[config.mk]
export PLATFORM = sky130hd
export DESIGN_NAME = dmt_top
export DESIGN_NICKNAME = d
export VERILOG_FILES = /design/src/dmt_pkg.sv /design/src/dmt_tmr_if.sv /design/src/dmt_prescaler.sv /design/src/dmt_timer.sv /design/src/dmt_top.sv
export VERILOG_INCLUDE_DIRS = /design/src /design/src/src
export SDC_FILE = /design/constraint.sdc
export NUM_CORES = 1
export LEC_CHECK = 0
export ABC_AREA = 1
export BUFFER_PORTS_ARGS = -buffer_cell sky130_fd_sc_hd__buf_2
export CAP_MARGIN = 20
export CORE_UTILIZATION = 30
export DETAILED_ROUTE_END_ITERATION = 10
export PLACE_DENSITY_LB_ADDON = 0.1
export SYNTH_ARGS = -nofsm -noshare
export SYNTH_HDL_FRONTEND = slang
export SYNTH_SLANG_ARGS = --single-unit
export TNS_END_PERCENT = 5
[constraint.sdc]
create_clock -name clock_i -period 2.1 [get_ports clock_i]
set_input_delay 0 -clock clock_i [delete_from_list [all_inputs] [get_ports clock_i]]
set_output_delay 0 -clock clock_i [all_outputs]
set_load 0.1 [all_outputs]
[src/dmt_cfg.svh]
`ifndef DMT_CFG_SVH
`define DMT_CFG_SVH

// Register indices; byte address is four times the index
`define DMT_IDX_T1_LO 16'h7FA0
`define DMT_IDX_T1_HI 16'h7FA1
`define DMT_IDX_T2_LO 16'h7FA2
`define DMT_IDX_T2_HI 16'h7FA3
`define DMT_IDX_CTRL 16'h7FA4
`define DMT_IDX_CLKSET 16'h7FB6
`define DMT_IDX_T1_WORD 16'h7FA8
`define DMT_IDX_T2_WORD 16'h7FA9
`define DMT_IDX_IRQ_STAT 16'h7FAA
`define DMT_IDX_IRQ_MASK 16'h7FAB
`define DMT_IDX_T1_COUNT 16'h7FAC
`define DMT_IDX_T2_COUNT 16'h7FAD

// Control register field positions, per timer base
`define DMT_CTRL_T1_BASE 0
`define DMT_CTRL_T2_BASE 4
`define DMT_CTRL_IE_OFS 0
`define DMT_CTRL_FLG_OFS 1
`define DMT_CTRL_CKSL_OFS 2
`define DMT_CTRL_RUN_OFS 3

// Clock setting register fields
`define DMT_CLK_FOREIGN_BIT 0
`define DMT_CLK_CK_LSB 2
`define DMT_CLK_CK_MSB 3
`define DMT_CLK_PR_LSB 4
`define DMT_CLK_PR_MSB 7

// Reset values
`define DMT_RST_BYTE 8'h00
`define DMT_RST_WORD 16'h0000
`define DMT_RST_NIB 4'h0

// Interrupt vectors of the two timer requests
`define DMT_VEC_T1 16'h8024
`define DMT_VEC_T2 16'h8030

// System clock period in ns
`define DMT_CLK_PERIOD_NS 50

`endif

[src/dmt_pkg.sv]
`default_nettype none
package dmt_pkg;
  // Prescaler count clock sources
  typedef enum logic [1:0] {
    DMT_CK_SYS = 2'b00,
    DMT_CK_RSV = 2'b01,
    DMT_CK_LFO = 2'b10,
    DMT_CK_MAIN = 2'b11
  } dmt_pck_t;
  typedef logic [15:0] dmt_word_t;
  typedef logic [7:0] dmt_byte_t;
  typedef logic [31:0] dmt_bus_t;
endpackage : dmt_pkg
`default_nettype wire

[src/dmt_tmr_if.sv]
`default_nettype none
// Signals between the register side and one timer
interface dmt_tmr_if;
  logic run;
  logic clk_sel;
  logic tick;
  logic [15:0] match_data;
  logic match;
  logic toggle;
  logic [15:0] count;
  logic [15:0] buffer;
  modport ctl (output run, clk_sel, tick, match_data, input match, toggle, count, buffer);
  modport tmr (input run, clk_sel, tick, match_data, output match, toggle, count, buffer);
endinterface : dmt_tmr_if
`default_nettype wire

[src/dmt_prescaler.sv]
`include "dmt_cfg.svh"
`default_nettype none
module dmt_prescaler (
  // Clock and reset
  input wire logic clock_i,
  input wire logic rst_n_i,
  // Control
  input wire logic run_i,
  input wire dmt_pkg::dmt_pck_t src_i,
  input wire logic [3:0] period_i,
  // Oscillator levels, synchronous to clock_i
  input wire logic low_osc_i,
  input wire logic main_osc_i,
  // Match pulse
  output logic match_o
);
  import dmt_pkg::*;

  logic [3:0] count;
  logic low_prev;
  logic main_prev;
  logic count_en;

  // Rising edges of the slow sources act as count enables
  assign count_en = (src_i == DMT_CK_SYS) ? 1'b1 :
                    (src_i == DMT_CK_LFO) ? (low_osc_i & ~low_prev) :
                    (src_i == DMT_CK_MAIN) ? (main_osc_i & ~main_prev) : 1'b0;
  assign match_o = run_i && count_en && (count == period_i);

  // Edge history of the oscillators
  always_ff @(posedge clock_i or negedge rst_n_i) begin
    if (!rst_n_i) begin
      low_prev <= 1'b0;
      main_prev <= 1'b0;
    end else begin
      low_prev <= low_osc_i;
      main_prev <= main_osc_i;
    end
  end

  // Counter clears when stopped or on match
  always_ff @(posedge clock_i or negedge rst_n_i) begin
    if (!rst_n_i) begin
      count <= `DMT_RST_NIB;
    end else if (!run_i || match_o) begin
      count <= `DMT_RST_NIB;
    end else if (count_en) begin
      count <= count + 4'h1;
    end
  end
endmodule : dmt_prescaler
`default_nettype wire

[src/dmt_timer.sv]
`include "dmt_cfg.svh"
`default_nettype none
module dmt_timer (
  // Clock and reset
  input wire logic clock_i,
  input wire logic rst_n_i,
  // Register side
  dmt_tmr_if.tmr tif
);
  import dmt_pkg::*;

  dmt_word_t count;
  dmt_word_t buffer;
  logic out_low;
  logic count_en;
  logic hit;

  // Count clock is the system clock or the prescaler pulse
  assign count_en = tif.clk_sel ? tif.tick : 1'b1;
  assign hit = tif.run && count_en && (count == buffer);
  assign tif.match = hit;
  assign tif.count = count;
  assign tif.buffer = buffer;
  assign tif.toggle = ~out_low;

  // Count up; period is match value plus one
  always_ff @(posedge clock_i or negedge rst_n_i) begin
    if (!rst_n_i) begin
      count <= `DMT_RST_WORD;
    end else if (!tif.run || hit) begin
      count <= `DMT_RST_WORD;
    end else if (count_en) begin
      count <= count + 16'h0001;
    end
  end

  // Match buffer follows data when stopped, reloads on match
  always_ff @(posedge clock_i or negedge rst_n_i) begin
    if (!rst_n_i) begin
      buffer <= `DMT_RST_WORD;
    end else if (!tif.run || hit) begin
      buffer <= tif.match_data;
    end
  end

  // Stored inverted so reset gives a high output
  always_ff @(posedge clock_i or negedge rst_n_i) begin
    if (!rst_n_i) begin
      out_low <= 1'b0;
    end else if (!tif.run) begin
      out_low <= 1'b0;
    end else if (hit) begin
      out_low <= ~out_low;
    end
  end
endmodule : dmt_timer
`default_nettype wire

[src/dmt_top.sv]
// Notes on behaviour
// - Run bits 3 and 7; stop holds zero
// - Select bits 2 and 6 choose clock
// - Match pulse when count equals buffer
// - Counters clear when stopped or matched
// - Buffer tracks data stopped, reloads matched
// - Flag sets on running match, stays
// - Flag and enable request the interrupt
// - Prescaler runs while any select set
// - Prescaler source code; 01 not used
// - Prescaler pulses every period plus one
// - Output high stopped, toggles on match
// - Match data byte and word access
// - Clock setting bit 1 reads zero
// - Clock setting bit 0 has no effect
// - Timer period is match plus one
//
// Chosen here: the APB register port.
`include "dmt_cfg.svh"
`default_nettype none
module dmt_top (
  // Clock and reset
  input wire logic clock_i,
  input wire logic rst_n_i,
  // APB slave
  input wire logic psel_i,
  input wire logic penable_i,
  input wire logic pwrite_i,
  input wire dmt_pkg::dmt_bus_t paddr_i,
  input wire dmt_pkg::dmt_bus_t pwdata_i,
  input wire logic [3:0] pstrb_i,
  output dmt_pkg::dmt_bus_t prdata_o,
  output logic pready_o,
  output logic pslverr_o,
  // Oscillator levels, synchronous to clock_i
  input wire logic low_frequency_oscillator_i,
  input wire logic main_oscillator_i,
  // Timer outputs
  output logic first_timer_toggle_out_o,
  output logic second_timer_toggle_out_o,
  // Interrupt requests
  output logic first_timer_irq_o,
  output logic second_timer_irq_o,
  output logic irq_o,
  // Stored bit owned by another module
  output logic foreign_pwm_clock_bit_o
);
  import dmt_pkg::*;

  localparam int NT = 2;
  localparam logic [15:0] LO_IDX [NT] = '{`DMT_IDX_T1_LO, `DMT_IDX_T2_LO};
  localparam logic [15:0] HI_IDX [NT] = '{`DMT_IDX_T1_HI, `DMT_IDX_T2_HI};
  localparam logic [15:0] WD_IDX [NT] = '{`DMT_IDX_T1_WORD, `DMT_IDX_T2_WORD};
  localparam logic [15:0] CT_IDX [NT] = '{`DMT_IDX_T1_COUNT, `DMT_IDX_T2_COUNT};
  localparam int CT_BASE [NT] = '{`DMT_CTRL_T1_BASE, `DMT_CTRL_T2_BASE};

  // Address decode against a register index
  function automatic logic dmt_hit(input dmt_bus_t addr, input logic [15:0] idx);
    return (addr[31:2] == {14'h0, idx}) && (addr[1:0] == 2'b00);
  endfunction : dmt_hit

  // Byte placement on the read bus
  function automatic dmt_bus_t dmt_byte(input dmt_byte_t val);
    return {24'h000000, val};
  endfunction : dmt_byte

  // Register state
  dmt_byte_t match_lo [NT];
  dmt_byte_t match_hi [NT];
  logic [NT-1:0] run;
  logic [NT-1:0] clk_sel;
  logic [NT-1:0] flag;
  logic [NT-1:0] irq_en;
  logic [3:0] pre_period;
  dmt_pck_t pre_src;
  logic foreign_bit;
  logic [NT-1:0] irq_stat;
  logic [NT-1:0] irq_mask;
  dmt_bus_t rdata;
  logic slverr;

  // Bus phase strobes
  logic setup_rd;
  logic setup_any;
  logic wr_acc;
  logic hit_ctrl;
  logic hit_clk;
  logic hit_stat;
  logic hit_mask;
  logic [NT-1:0] hit_lo;
  logic [NT-1:0] hit_hi;
  logic [NT-1:0] hit_wd;
  logic [NT-1:0] hit_ct;
  logic any_hit;
  logic lane0;
  logic lane1;

  assign setup_any = psel_i && !penable_i;
  assign setup_rd = setup_any && !pwrite_i;
  assign wr_acc = psel_i && penable_i && pwrite_i;
  assign lane0 = pstrb_i[0];
  assign lane1 = pstrb_i[1];

  // Fixed register decode
  assign hit_ctrl = dmt_hit(paddr_i, `DMT_IDX_CTRL);
  assign hit_clk = dmt_hit(paddr_i, `DMT_IDX_CLKSET);
  assign hit_stat = dmt_hit(paddr_i, `DMT_IDX_IRQ_STAT);
  assign hit_mask = dmt_hit(paddr_i, `DMT_IDX_IRQ_MASK);
  assign any_hit = hit_ctrl | hit_clk | hit_stat | hit_mask |
                   (|hit_lo) | (|hit_hi) | (|hit_wd) | (|hit_ct);

  // Timer links and prescaler
  dmt_tmr_if tif [NT] ();
  logic pre_run;
  logic pre_match;
  logic [NT-1:0] t_match;
  logic [NT-1:0] t_toggle;
  dmt_word_t t_count [NT];

  assign pre_run = |clk_sel;

  dmt_prescaler u_pre (
    .clock_i(clock_i),
    .rst_n_i(rst_n_i),
    .run_i(pre_run),
    .src_i(pre_src),
    .period_i(pre_period),
    .low_osc_i(low_frequency_oscillator_i),
    .main_osc_i(main_oscillator_i),
    .match_o(pre_match)
  );

  genvar t;
  generate
    for (t = 0; t < NT; t++) begin : g_tmr
      // Per-timer decode
      assign hit_lo[t] = dmt_hit(paddr_i, LO_IDX[t]);
      assign hit_hi[t] = dmt_hit(paddr_i, HI_IDX[t]);
      assign hit_wd[t] = dmt_hit(paddr_i, WD_IDX[t]);
      assign hit_ct[t] = dmt_hit(paddr_i, CT_IDX[t]);

      // Byte writes: from a byte register or a word lane
      logic wr_lo;
      logic wr_hi;
      logic ctl_wr;
      dmt_byte_t ctl_byte;
      assign wr_lo = wr_acc && (hit_lo[t] ? lane0 : (hit_wd[t] && lane0));
      assign wr_hi = wr_acc && (hit_hi[t] ? lane0 : (hit_wd[t] && lane1));
      assign ctl_wr = wr_acc && hit_ctrl && lane0;
      assign ctl_byte = pwdata_i[7:0];

      // Link to the timer
      assign tif[t].run = run[t];
      assign tif[t].clk_sel = clk_sel[t];
      assign tif[t].tick = pre_match;
      assign tif[t].match_data = {match_hi[t], match_lo[t]};
      assign t_match[t] = tif[t].match;
      assign t_toggle[t] = tif[t].toggle;
      assign t_count[t] = tif[t].count;

      dmt_timer u_tmr (
        .clock_i(clock_i),
        .rst_n_i(rst_n_i),
        .tif(tif[t])
      );

      // Match data bytes
      always_ff @(posedge clock_i or negedge rst_n_i) begin
        if (!rst_n_i) begin
          match_lo[t] <= `DMT_RST_BYTE;
          match_hi[t] <= `DMT_RST_BYTE;
        end else begin
          if (wr_lo) begin
            match_lo[t] <= pwdata_i[7:0];
          end
          if (wr_hi) begin
            match_hi[t] <= hit_wd[t] ? pwdata_i[15:8] : pwdata_i[7:0];
          end
        end
      end

      // Control bits of this timer
      always_ff @(posedge clock_i or negedge rst_n_i) begin
        if (!rst_n_i) begin
          run[t] <= 1'b0;
          clk_sel[t] <= 1'b0;
          irq_en[t] <= 1'b0;
        end else if (ctl_wr) begin
          run[t] <= ctl_byte[CT_BASE[t] + `DMT_CTRL_RUN_OFS];
          clk_sel[t] <= ctl_byte[CT_BASE[t] + `DMT_CTRL_CKSL_OFS];
          irq_en[t] <= ctl_byte[CT_BASE[t] + `DMT_CTRL_IE_OFS];
        end
      end

      // Match flag: a running match sets it, a written zero clears it
      always_ff @(posedge clock_i or negedge rst_n_i) begin
        if (!rst_n_i) begin
          flag[t] <= 1'b0;
        end else if (t_match[t]) begin
          flag[t] <= 1'b1;
        end else if (ctl_wr && !ctl_byte[CT_BASE[t] + `DMT_CTRL_FLG_OFS]) begin
          flag[t] <= 1'b0;
        end
      end

      // Sticky event status, write one to clear, set wins
      always_ff @(posedge clock_i or negedge rst_n_i) begin
        if (!rst_n_i) begin
          irq_stat[t] <= 1'b0;
        end else if (t_match[t]) begin
          irq_stat[t] <= 1'b1;
        end else if (wr_acc && hit_stat && lane0 && pwdata_i[t]) begin
          irq_stat[t] <= 1'b0;
        end
      end
    end
  endgenerate

  // Clock setting register; bit 0 is only stored
  always_ff @(posedge clock_i or negedge rst_n_i) begin
    if (!rst_n_i) begin
      pre_period <= `DMT_RST_NIB;
      pre_src <= DMT_CK_SYS;
      foreign_bit <= 1'b0;
    end else if (wr_acc && hit_clk && lane0) begin
      pre_period <= pwdata_i[`DMT_CLK_PR_MSB:`DMT_CLK_PR_LSB];
      pre_src <= dmt_pck_t'(pwdata_i[`DMT_CLK_CK_MSB:`DMT_CLK_CK_LSB]);
      foreign_bit <= pwdata_i[`DMT_CLK_FOREIGN_BIT];
    end
  end

  // Interrupt mask
  always_ff @(posedge clock_i or negedge rst_n_i) begin
    if (!rst_n_i) begin
      irq_mask <= 2'b00;
    end else if (wr_acc && hit_mask && lane0) begin
      irq_mask <= pwdata_i[NT-1:0];
    end
  end

  // Read data selection
  dmt_byte_t ctrl_rd;
  dmt_byte_t clk_rd;
  dmt_bus_t rd_mux;
  assign ctrl_rd = {run[1], clk_sel[1], flag[1], irq_en[1],
                    run[0], clk_sel[0], flag[0], irq_en[0]};
  assign clk_rd = {pre_period, pre_src, 1'b0, foreign_bit};
  assign rd_mux = hit_lo[0] ? dmt_byte(match_lo[0]) :
                  hit_hi[0] ? dmt_byte(match_hi[0]) :
                  hit_lo[1] ? dmt_byte(match_lo[1]) :
                  hit_hi[1] ? dmt_byte(match_hi[1]) :
                  hit_wd[0] ? {16'h0000, match_hi[0], match_lo[0]} :
                  hit_wd[1] ? {16'h0000, match_hi[1], match_lo[1]} :
                  hit_ct[0] ? {16'h0000, t_count[0]} :
                  hit_ct[1] ? {16'h0000, t_count[1]} :
                  hit_ctrl ? dmt_byte(ctrl_rd) :
                  hit_clk ? dmt_byte(clk_rd) :
                  hit_stat ? {30'h0, irq_stat} :
                  hit_mask ? {30'h0, irq_mask} : 32'h00000000;

  // Read data and error captured in the setup cycle
  always_ff @(posedge clock_i or negedge rst_n_i) begin
    if (!rst_n_i) begin
      rdata <= 32'h00000000;
      slverr <= 1'b0;
    end else if (setup_any) begin
      rdata <= setup_rd ? rd_mux : 32'h00000000;
      slverr <= !any_hit;
    end
  end

  // Bus answers: no wait states
  assign pready_o = 1'b1;
  assign prdata_o = rdata;
  assign pslverr_o = slverr && psel_i && penable_i;

  // Outputs
  assign first_timer_toggle_out_o = t_toggle[0];
  assign second_timer_toggle_out_o = t_toggle[1];
  assign first_timer_irq_o = flag[0] & irq_en[0];
  assign second_timer_irq_o = flag[1] & irq_en[1];
  assign irq_o = |(irq_stat & irq_mask);
  assign foreign_pwm_clock_bit_o = foreign_bit;
endmodule : dmt_top
`default_nettype wire

==> out/results.tsv, run 1 <==
stage	metric	value	unit
run_status	status	finished clean	
sta	Worst Tran Pin Value	0.766	ns
setup_path	WP data required	2.47	ns
synth	Cells after Synth	1127	
placed_design	hpwl dp	22000	um
synth	Yosys reg bits	140	
power_and_ir_drop	clock power share	0.497	
finish	Layout fillers	2901	
synth	post-synthesis sequential area ratio	0.419	
power_and_ir_drop	pwr dens	600	mW/mm2
route	Initial DRT Pass Iterations	5	
power_and_ir_drop	Net Switching	1.60	mW
finish	share of post-route cells with drive strength above 1	0.186	
synth	area leader, netlist	dfrtp_1	
setup_path	FF-to-FF path depth	11	
sta	Slew HR	0.489	
synth	top_reg_cell synth	dfrtp_1	
synth	Post-synth ARST share	1.00	
sta	Final Skew	0.0150	ns
floorplan	Rows	60	
power_and_ir_drop	Combinational Power Share	0.069	
sta	Setup-failing EPs final	0	
route	vias per cell	4.74	
sta	Fmax	0.510	GHz
power_and_ir_drop	Power Internal	4.63	mW
clocking	htree depth	4	
finish	Inserted Diodes	0	
sta	Max Slew Vio Count	0	
floorplan	die height	169	um
route	DRC Markers	0	
setup_path	Worst Path Arrival	2.33	ns
synth	Post-synth EDFFs	0	
global_route	initial antenna violation count	1	
sta	RSZ-0062 raised after global routing	yes	
clocking	CTS Buffer Depth	2	
setup_path	WS Path Type	reg2reg	
synth	Yosys top cell area share	0.419	
route	Vias	7870	
flow_run	max_cap viols	0	
setup_path	crit-path most repeated cell	nor3_2	
route	Routed Antenna Nets	0	
floorplan	Die X	169	um
finish	P&R area growth vs syn	24.2	%
route	Initial DRC Count	492	
clocking	Root Driver	clkbuf_16	
placed_design	Port Buffers	79	
worst_hold_path	Hold/Removal Path Class	in2reg	
sta	post-route setup slack	0.141	ns
route	wire per inst	17.2	um
clocking	CTS Buf Count	17	
setup_path	critical path fanouts, max	4	
synth	Yosys warnings	0	
floorplan	die area	0.0286	mm2
setup_path	Setup crit start kind	flip-flop	
power_and_ir_drop	Max VDD drop	360	uV
finish	final net count	1353	
global_route	first-pass GRT wire length	44900	um
clocking	Worst-path clk slew	0.06	ns
power_and_ir_drop	Flop pwr share	0.434	
sta	Post-Route Setup TNS	0	ns
clocking	Sink Count	140	
floorplan	IO Count	115	
route	DRT Wirelength	28600	um
setup_path	crit-path max cell delay	0.41	ns
clocking	clk_lat worst skew	0.44	ns
setup_path	CP max-delay cell	dfrtp_1	
floorplan	Core ar.	0.0272	mm2
sta	Final Hold Fails	0	
placed_design	Placed Cells	1608	
floorplan	initial core utilization	0.308	
global_route	largest net degree at the start of global routing	85	
synth	Netlist cell types	50	
global_route	vias in the first global route	7552	
global_route	Global Route Usage Sum	0.210	
finish	final non-filler cell total	1660	
clocking	TritonCTS clock tree	yes	
placed_design	GP Congestion	0.918	
setup_path	crit end category	flip-flop	
sta	period utilisation layout	0.933	
placed_design	pre-CTS setup slack	0.0452	ns
power_and_ir_drop	P_leak	4.83	nW
synth	synth top area cells	dfrtp_1, nand2_1, inv_1, o21ai_0, o21ai_1	
global_route	total congestion overflow	0	
worst_hold_path	Worst Hold Depth	4	
synth	Syn Std Cell Area	0.00837	mm2
power_and_ir_drop	sw frac	0.257	
sta	Tmin final	1.96	ns
synth	Syn Area/Cell	7.43	um2
sta	WHS	0.0179	ns
setup_path	crit-path cells	inv_1, nor2_1, nor3_2, nand4_4, buf_4, nand2_4, nand3_2, nor3_2, nand2_1, a21oi_1, o21a_1	
## final cells by class
class	count	area, um2	share of cell area
timing repair buffer	167	1180	0.113
inverter	179	672	0.0646
sequential	140	3500	0.337
clock buffer	21	460	0.0443
multi-input combinational	770	3980	0.383
clock inverter	11	134	0.0129
tap	372	465	0.0448
## power by group through the flow
stage / registers [mW] / clock network (mW) / logic [mW]
2_1_floorplan: 2.75 / 0 / 0.249
3_3_place_gp: 2.75 / 0 / 0.412
3_5_place_dp: 2.75 / 0 / 0.412
4_1_cts: 2.70 / 3.17 / 0.435
5_1_grt: 2.70 / 3.30 / 0.471
6_report: 2.70 / 3.10 / 0.430
## synth_stat cells, types with 7 or more instances
| master | number |
|---|---|
| nand2_1 | 243 |
| inv_1 | 155 |
| dfrtp_1 | 140 |
| nor2_1 | 84 |
| o21ai_0 | 64 |
| o21ai_1 | 63 |
| nand3_1 | 59 |
| a21oi_1 | 35 |
| nand4_1 | 32 |
| nor3_1 | 28 |
| buf_4 | 24 |
| inv_2 | 23 |
| xor2_1 | 20 |
| o31ai_1 | 16 |
| clkbuf_1 | 14 |
| buf_2 | 13 |
| o22ai_1 | 13 |
| nor4_1 | 11 |
| o2111ai_1 | 9 |
| nand2_2 | 7 |
| xnor2_1 | 7 |
## cells in the final DEF, fill, tap and decap left out, types with 3 or more instances in the layout
master         synthesis  final
xnor2_1                7      7
clkinvlp_4             0      4
nand3_1               59     58
a21oi_1               35     35
nand3b_1               4      4
inv_2                 23     23
o21ai_1               63     63
buf_2                 13     78
a211oi_1               6      6
inv_6                  0      4
nand3_2                2      3
o31ai_1               16     16
nand2_4                1      3
nor3_2                 5      8
inv_1                155    155
o2111ai_1              9      9
nand2_2                7      5
nor2_1                84     83
ha_1                   3      3
conb_1                 2     17
nand4_1               32     32
dfrtp_1              140    139
clkbuf_16              0     17
o21ai_0               64     64
o21a_1                 6      6
xor2_1                20     20
nor2_2                 4      5
nand2_1              243    243
nor2_4                 3      3
dlygate4sd3_1          0     16
nor4_1                11     11
o22ai_1               13     13
nor3b_1                6      6
mux2i_1                3      3
nor3_1                28     25
buf_12                 0      6
buf_4                 24     66
## worst max-delay path, delay by kind of cell, from the launching register on
family,cells,cell delay (ns)
simple gates,7,0.94
flops,1,0.41
compound gates,2,0.28
buf+inv,2,0.25
## routing by layer
| metal | vias up | track usage | part of all wire |
|---|---|---|---|
| met4 | 2 | 0.0513 | 0.014 |
| met3 | 27 | 0.0369 | 0.050 |
| met2 | 227 | 0.320 | 0.44 |
| met5 | - | 0 | 0.00039 |
| met1 | 3641 | 0.306 | 0.50 |
| li1 | 3973 | - | - |
## logic make-up (layout without fill, tap and decap cells)
family / Yosys count / after routing / synth area share
AO/OA/AOI/OAI: 220 / 220 / 0.152
buffers and inverters: 232 / 378 / 0.118
flip-flops: 140 / 140 / 0.419
XOR/XNOR: 27 / 27 / 0.0283
adder cells (fa/ha/maj): 3 / 3 / 0.00448
multiplexers: 4 / 4 / 0.00493
other: 2 / 17 / 0.000897
AND/OR/NAND/NOR: 499 / 499 / 0.274
## registers in the layout, indices dropped and copies added (netlist names), 2 cells and up
name	cells
irq_mask	2
tif.clk_sel	2
match_lo	16
prdata_o	16
pre_period	4
match_hi	16
u_pre.count	4
g_tmr.u_tmr.tif.count	32
pre_src	2
g_tmr.u_tmr.tif.buffer	32
g_tmr.u_tmr.out_low	2
ctrl_rd	4
irq_stat	2
tif.run	2
## final timing paths
check / start / to / slack, ns
worst max-delay path: u_pre.count[0]$_DFFE_PN0P_ / g_tmr[1].u_tmr.tif.count[6]$_DFFE_PN0P_ / 0.14
worst min-delay path: psel_i / slverr$_DFFE_PN0P_ / 0.02
worst max register to register: u_pre.count[0]$_DFFE_PN0P_ / g_tmr[1].u_tmr.tif.count[6]$_DFFE_PN0P_ / 0.14
worst min register to register: prdata_o[1]$_DFFE_PN0P_ / prdata_o[1]$_DFFE_PN0P_ / 0.47
max in group asynchronous: rst_n_i / match_hi[13]$_DFFE_PN0P_ / 1.29
min in group asynchronous: rst_n_i / g_tmr[1].u_tmr.tif.count[1]$_DFFE_PN0P_ / 0.12
## what timing repair did
action / 4_1_cts / 5_1_grt
buffers inserted: 0 / 4
resized for setup: 0 / 8
hold endpoints to repair: 186 / 0
hold buffers: 16 / 0
setup endpoints to repair: 0 / 31
## through the flow
stage	area (um2)	total power, mW	utilization
2_1_floorplan	8430	3.00	-
3_3_place_gp	9570	3.16	0.352
3_5_place_dp	9570	3.16	0.352
4_1_cts	10300	6.31	0.380
5_1_grt	10400	6.47	0.382
6_report	10400	6.23	0.382
Power figures use the tool's default switching activity.
==> run 2, diff against run 1 <==
- PLACE_DENSITY_LB_ADDON: 0.1 -> 0.2
==> out/results.tsv, run 2 (synthesized netlist as in run 1, its figures left out) <==
stage	metric	value	unit
sta	Final Skew	0.0166	ns
clocking	CTS Buffer Depth	2	
route	Vias	7903	
sta	RSZ-0062 raised after global routing	yes	
placed_design	Port Buffers	79	
global_route	Global Route Usage Sum	0.200	
setup_path	register-to-register setup slack	0.01	ns
finish	most frequent cells in the layout	nand2_1, inv_1, dfrtp_1	
clocking	Sink Count	140	
finish	Inserted Diodes	0	
worst_hold_path	Hold/Removal Path Class	in2reg	
finish	final non-filler cell total	1661	
setup_path	Buf/Inv on CP	2	
global_route	total congestion overflow	0	
route	vias per cell	4.76	
global_route	vias in the first global route	7580	
setup_path	Worst path top cell family by delay	simple AND/OR/NAND/NOR gates	
power_and_ir_drop	total power	6.20	mW
placed_design	pre-CTS setup slack	0.0266	ns
power_and_ir_drop	P_leak	4.83	nW
finish	final net count	1354	
sta	post-route setup slack	0.0127	ns
route	Initial DRT Pass Iterations	7	
floorplan	Rows	60	
clocking	CTS Buf Count	17	
sta	Final Hold Fails	0	
global_route	first-pass GRT wire length	43500	um
clocking	Worst-path clk slew	0.07	ns
power_and_ir_drop	Combinational Power Share	0.070	
route	Initial DRC Count	623	
setup_path	Setup crit start kind	flip-flop	
flow_run	max_cap viols	0	
power_and_ir_drop	clock power share	0.494	
power_and_ir_drop	Net Switching	1.62	mW
floorplan	initial core utilization	0.308	
sta	Max Slew Vio Count	0	
finish	share of post-route cells with drive strength above 1	0.188	
global_route	initial antenna violation count	0	
clocking	Root Driver	clkbuf_16	
floorplan	Core ar.	0.0272	mm2
finish	biggest regs	g_tmr.u_tmr.tif.buffer x32, g_tmr.u_tmr.tif.count x32	
sta	period utilisation layout	0.994	
setup_path	Worst Path Arrival	2.40	ns
floorplan	IO Count	115	
route	DRT Wirelength	27600	um
setup_path	CP max-delay cell	dfrtp_1	
power_and_ir_drop	Power Internal	4.58	mW
setup_path	crit-path cells	inv_2, nor2_2, nor3_2, nand4_4, nand2_4, buf_6, nand2_4, nor2_4, nand2_4, nor3_4, nand2_1, nor2_1, nor3_2	
finish	commonest non-fill, non-tap cell in the layout	nand2_1	
setup_path	crit end category	flip-flop	
sta	Fmax	0.479	GHz
run_status	status	finished clean	
setup_path	WP data required	2.41	ns
floorplan	die area	0.0286	mm2
power_and_ir_drop	sw frac	0.261	
sta	Slew HR	0.479	
route	Routed Antenna Nets	0	
setup_path	crit-path max cell delay	0.43	ns
global_route	largest net degree at the start of global routing	54	
route	DRC Markers	0	
clocking	clk_lat worst skew	0.43	ns
power_and_ir_drop	Max VDD drop	467	uV
setup_path	crit-path most repeated cell	nand2_4	
placed_design	Placed Cells	1600	
setup_path	critical path fanouts, max	6	
floorplan	Die X	169	um
clocking	TritonCTS clock tree	yes	
placed_design	GP Congestion	0.921	
finish	P&R area growth vs syn	24.4	%
sta	Worst Tran Pin Value	0.780	ns
power_and_ir_drop	Flop pwr share	0.436	
placed_design	hpwl dp	21200	um
setup_path	WS Path Type	reg2reg	
sta	Setup-failing EPs final	0	
power_and_ir_drop	pwr dens	595	mW/mm2
floorplan	die height	169	um
sta	Tmin final	2.09	ns
clocking	htree depth	4	
route	wire per inst	16.6	um
run 2: cell count changes in the layout (fill, tap and decap cells not counted), moves of 2 or more:
cell	previous run	this run
buf_4	66	64
nand2_2	5	3
nand2_4	3	5
dlygate4sd3_1	16	18
buf_6	1	3
nor2_1	83	81
clkbuf_8	2	0
nor2_2	5	7
inv_6	4	6
run 2: final timing paths:
path / endpoint / start / cells after the start
worst min register to register: prdata_o[7]$_DFFE_PN0P_ / prdata_o[7]$_DFFE_PN0P_ / 2
max in group asynchronous: g_tmr[0].u_tmr.tif.buffer[12]$_DFFE_PN0N_ / rst_n_i / 3
worst min-delay path: slverr$_DFFE_PN0P_ / psel_i / 4
worst max-delay path: g_tmr[0].u_tmr.tif.count[11]$_DFFE_PN0P_ / u_pre.count[0]$_DFFE_PN0P_ / 13
worst max register to register: g_tmr[0].u_tmr.tif.count[11]$_DFFE_PN0P_ / u_pre.count[0]$_DFFE_PN0P_ / 13
min in group asynchronous: g_tmr[1].u_tmr.tif.count[0]$_DFFE_PN0P_ / rst_n_i / 2
run 2: final cells by class:
class	count	area, um2
Timing Repair Buffer	168	1180
Tap cell	372	465
Clock inverter	14	160
Multi-Input combinational cell	770	4000
Sequential cell	140	3500
Inverter	179	672
Fill cell	2880	16800
Clock buffer	18	429
run 2: metrics by stage:
step | cell area (um2) | hold slack (ns) | setup TNS [ns] | util
6_report | 10400 | 0.0180 | 0 | 0.383
5_1_grt | 10400 | 0.0424 | -0.440 | 0.383
4_1_cts | 10300 | 0.00289 | 0 | 0.378
3_5_place_dp | 9500 | -0.0261 | 0 | 0.350
3_3_place_gp | 9500 | -0.0248 | 0 | 0.350
2_1_floorplan | 8430 | -0.296 | 0 | -
run 2: power by group through the flow:
stage	registers, mW	clock network, mW	logic (mW)
6_report	2.70	3.06	0.432
3_5_place_dp	2.75	0	0.410
2_1_floorplan	2.75	0	0.249
3_3_place_gp	2.75	0	0.410
4_1_cts	2.70	3.12	0.437
5_1_grt	2.70	3.24	0.472
run 2: timing repair:
item,CTS,global route
endpoints found under the hold margin,189,0
buffers inserted,0,11
gates resized for setup,0,14
endpoints found under the setup margin,0,27
hold buffers,18,0
run 2: worst register-to-register path: cells and delay by family (launching register included):
| family | cells | cell delay, ns |
|---|---|---|
| DFF | 1 | 0.43 |
| and+or+nand+nor | 11 | 1.34 |
| buffers and inverters | 2 | 0.20 |
run 2: routing by layer:
metal  wire (um)  GRT usage
met5           0          0
met4         426     0.0513
met3        1260     0.0297
met2       12300      0.314
met1       13600      0.288
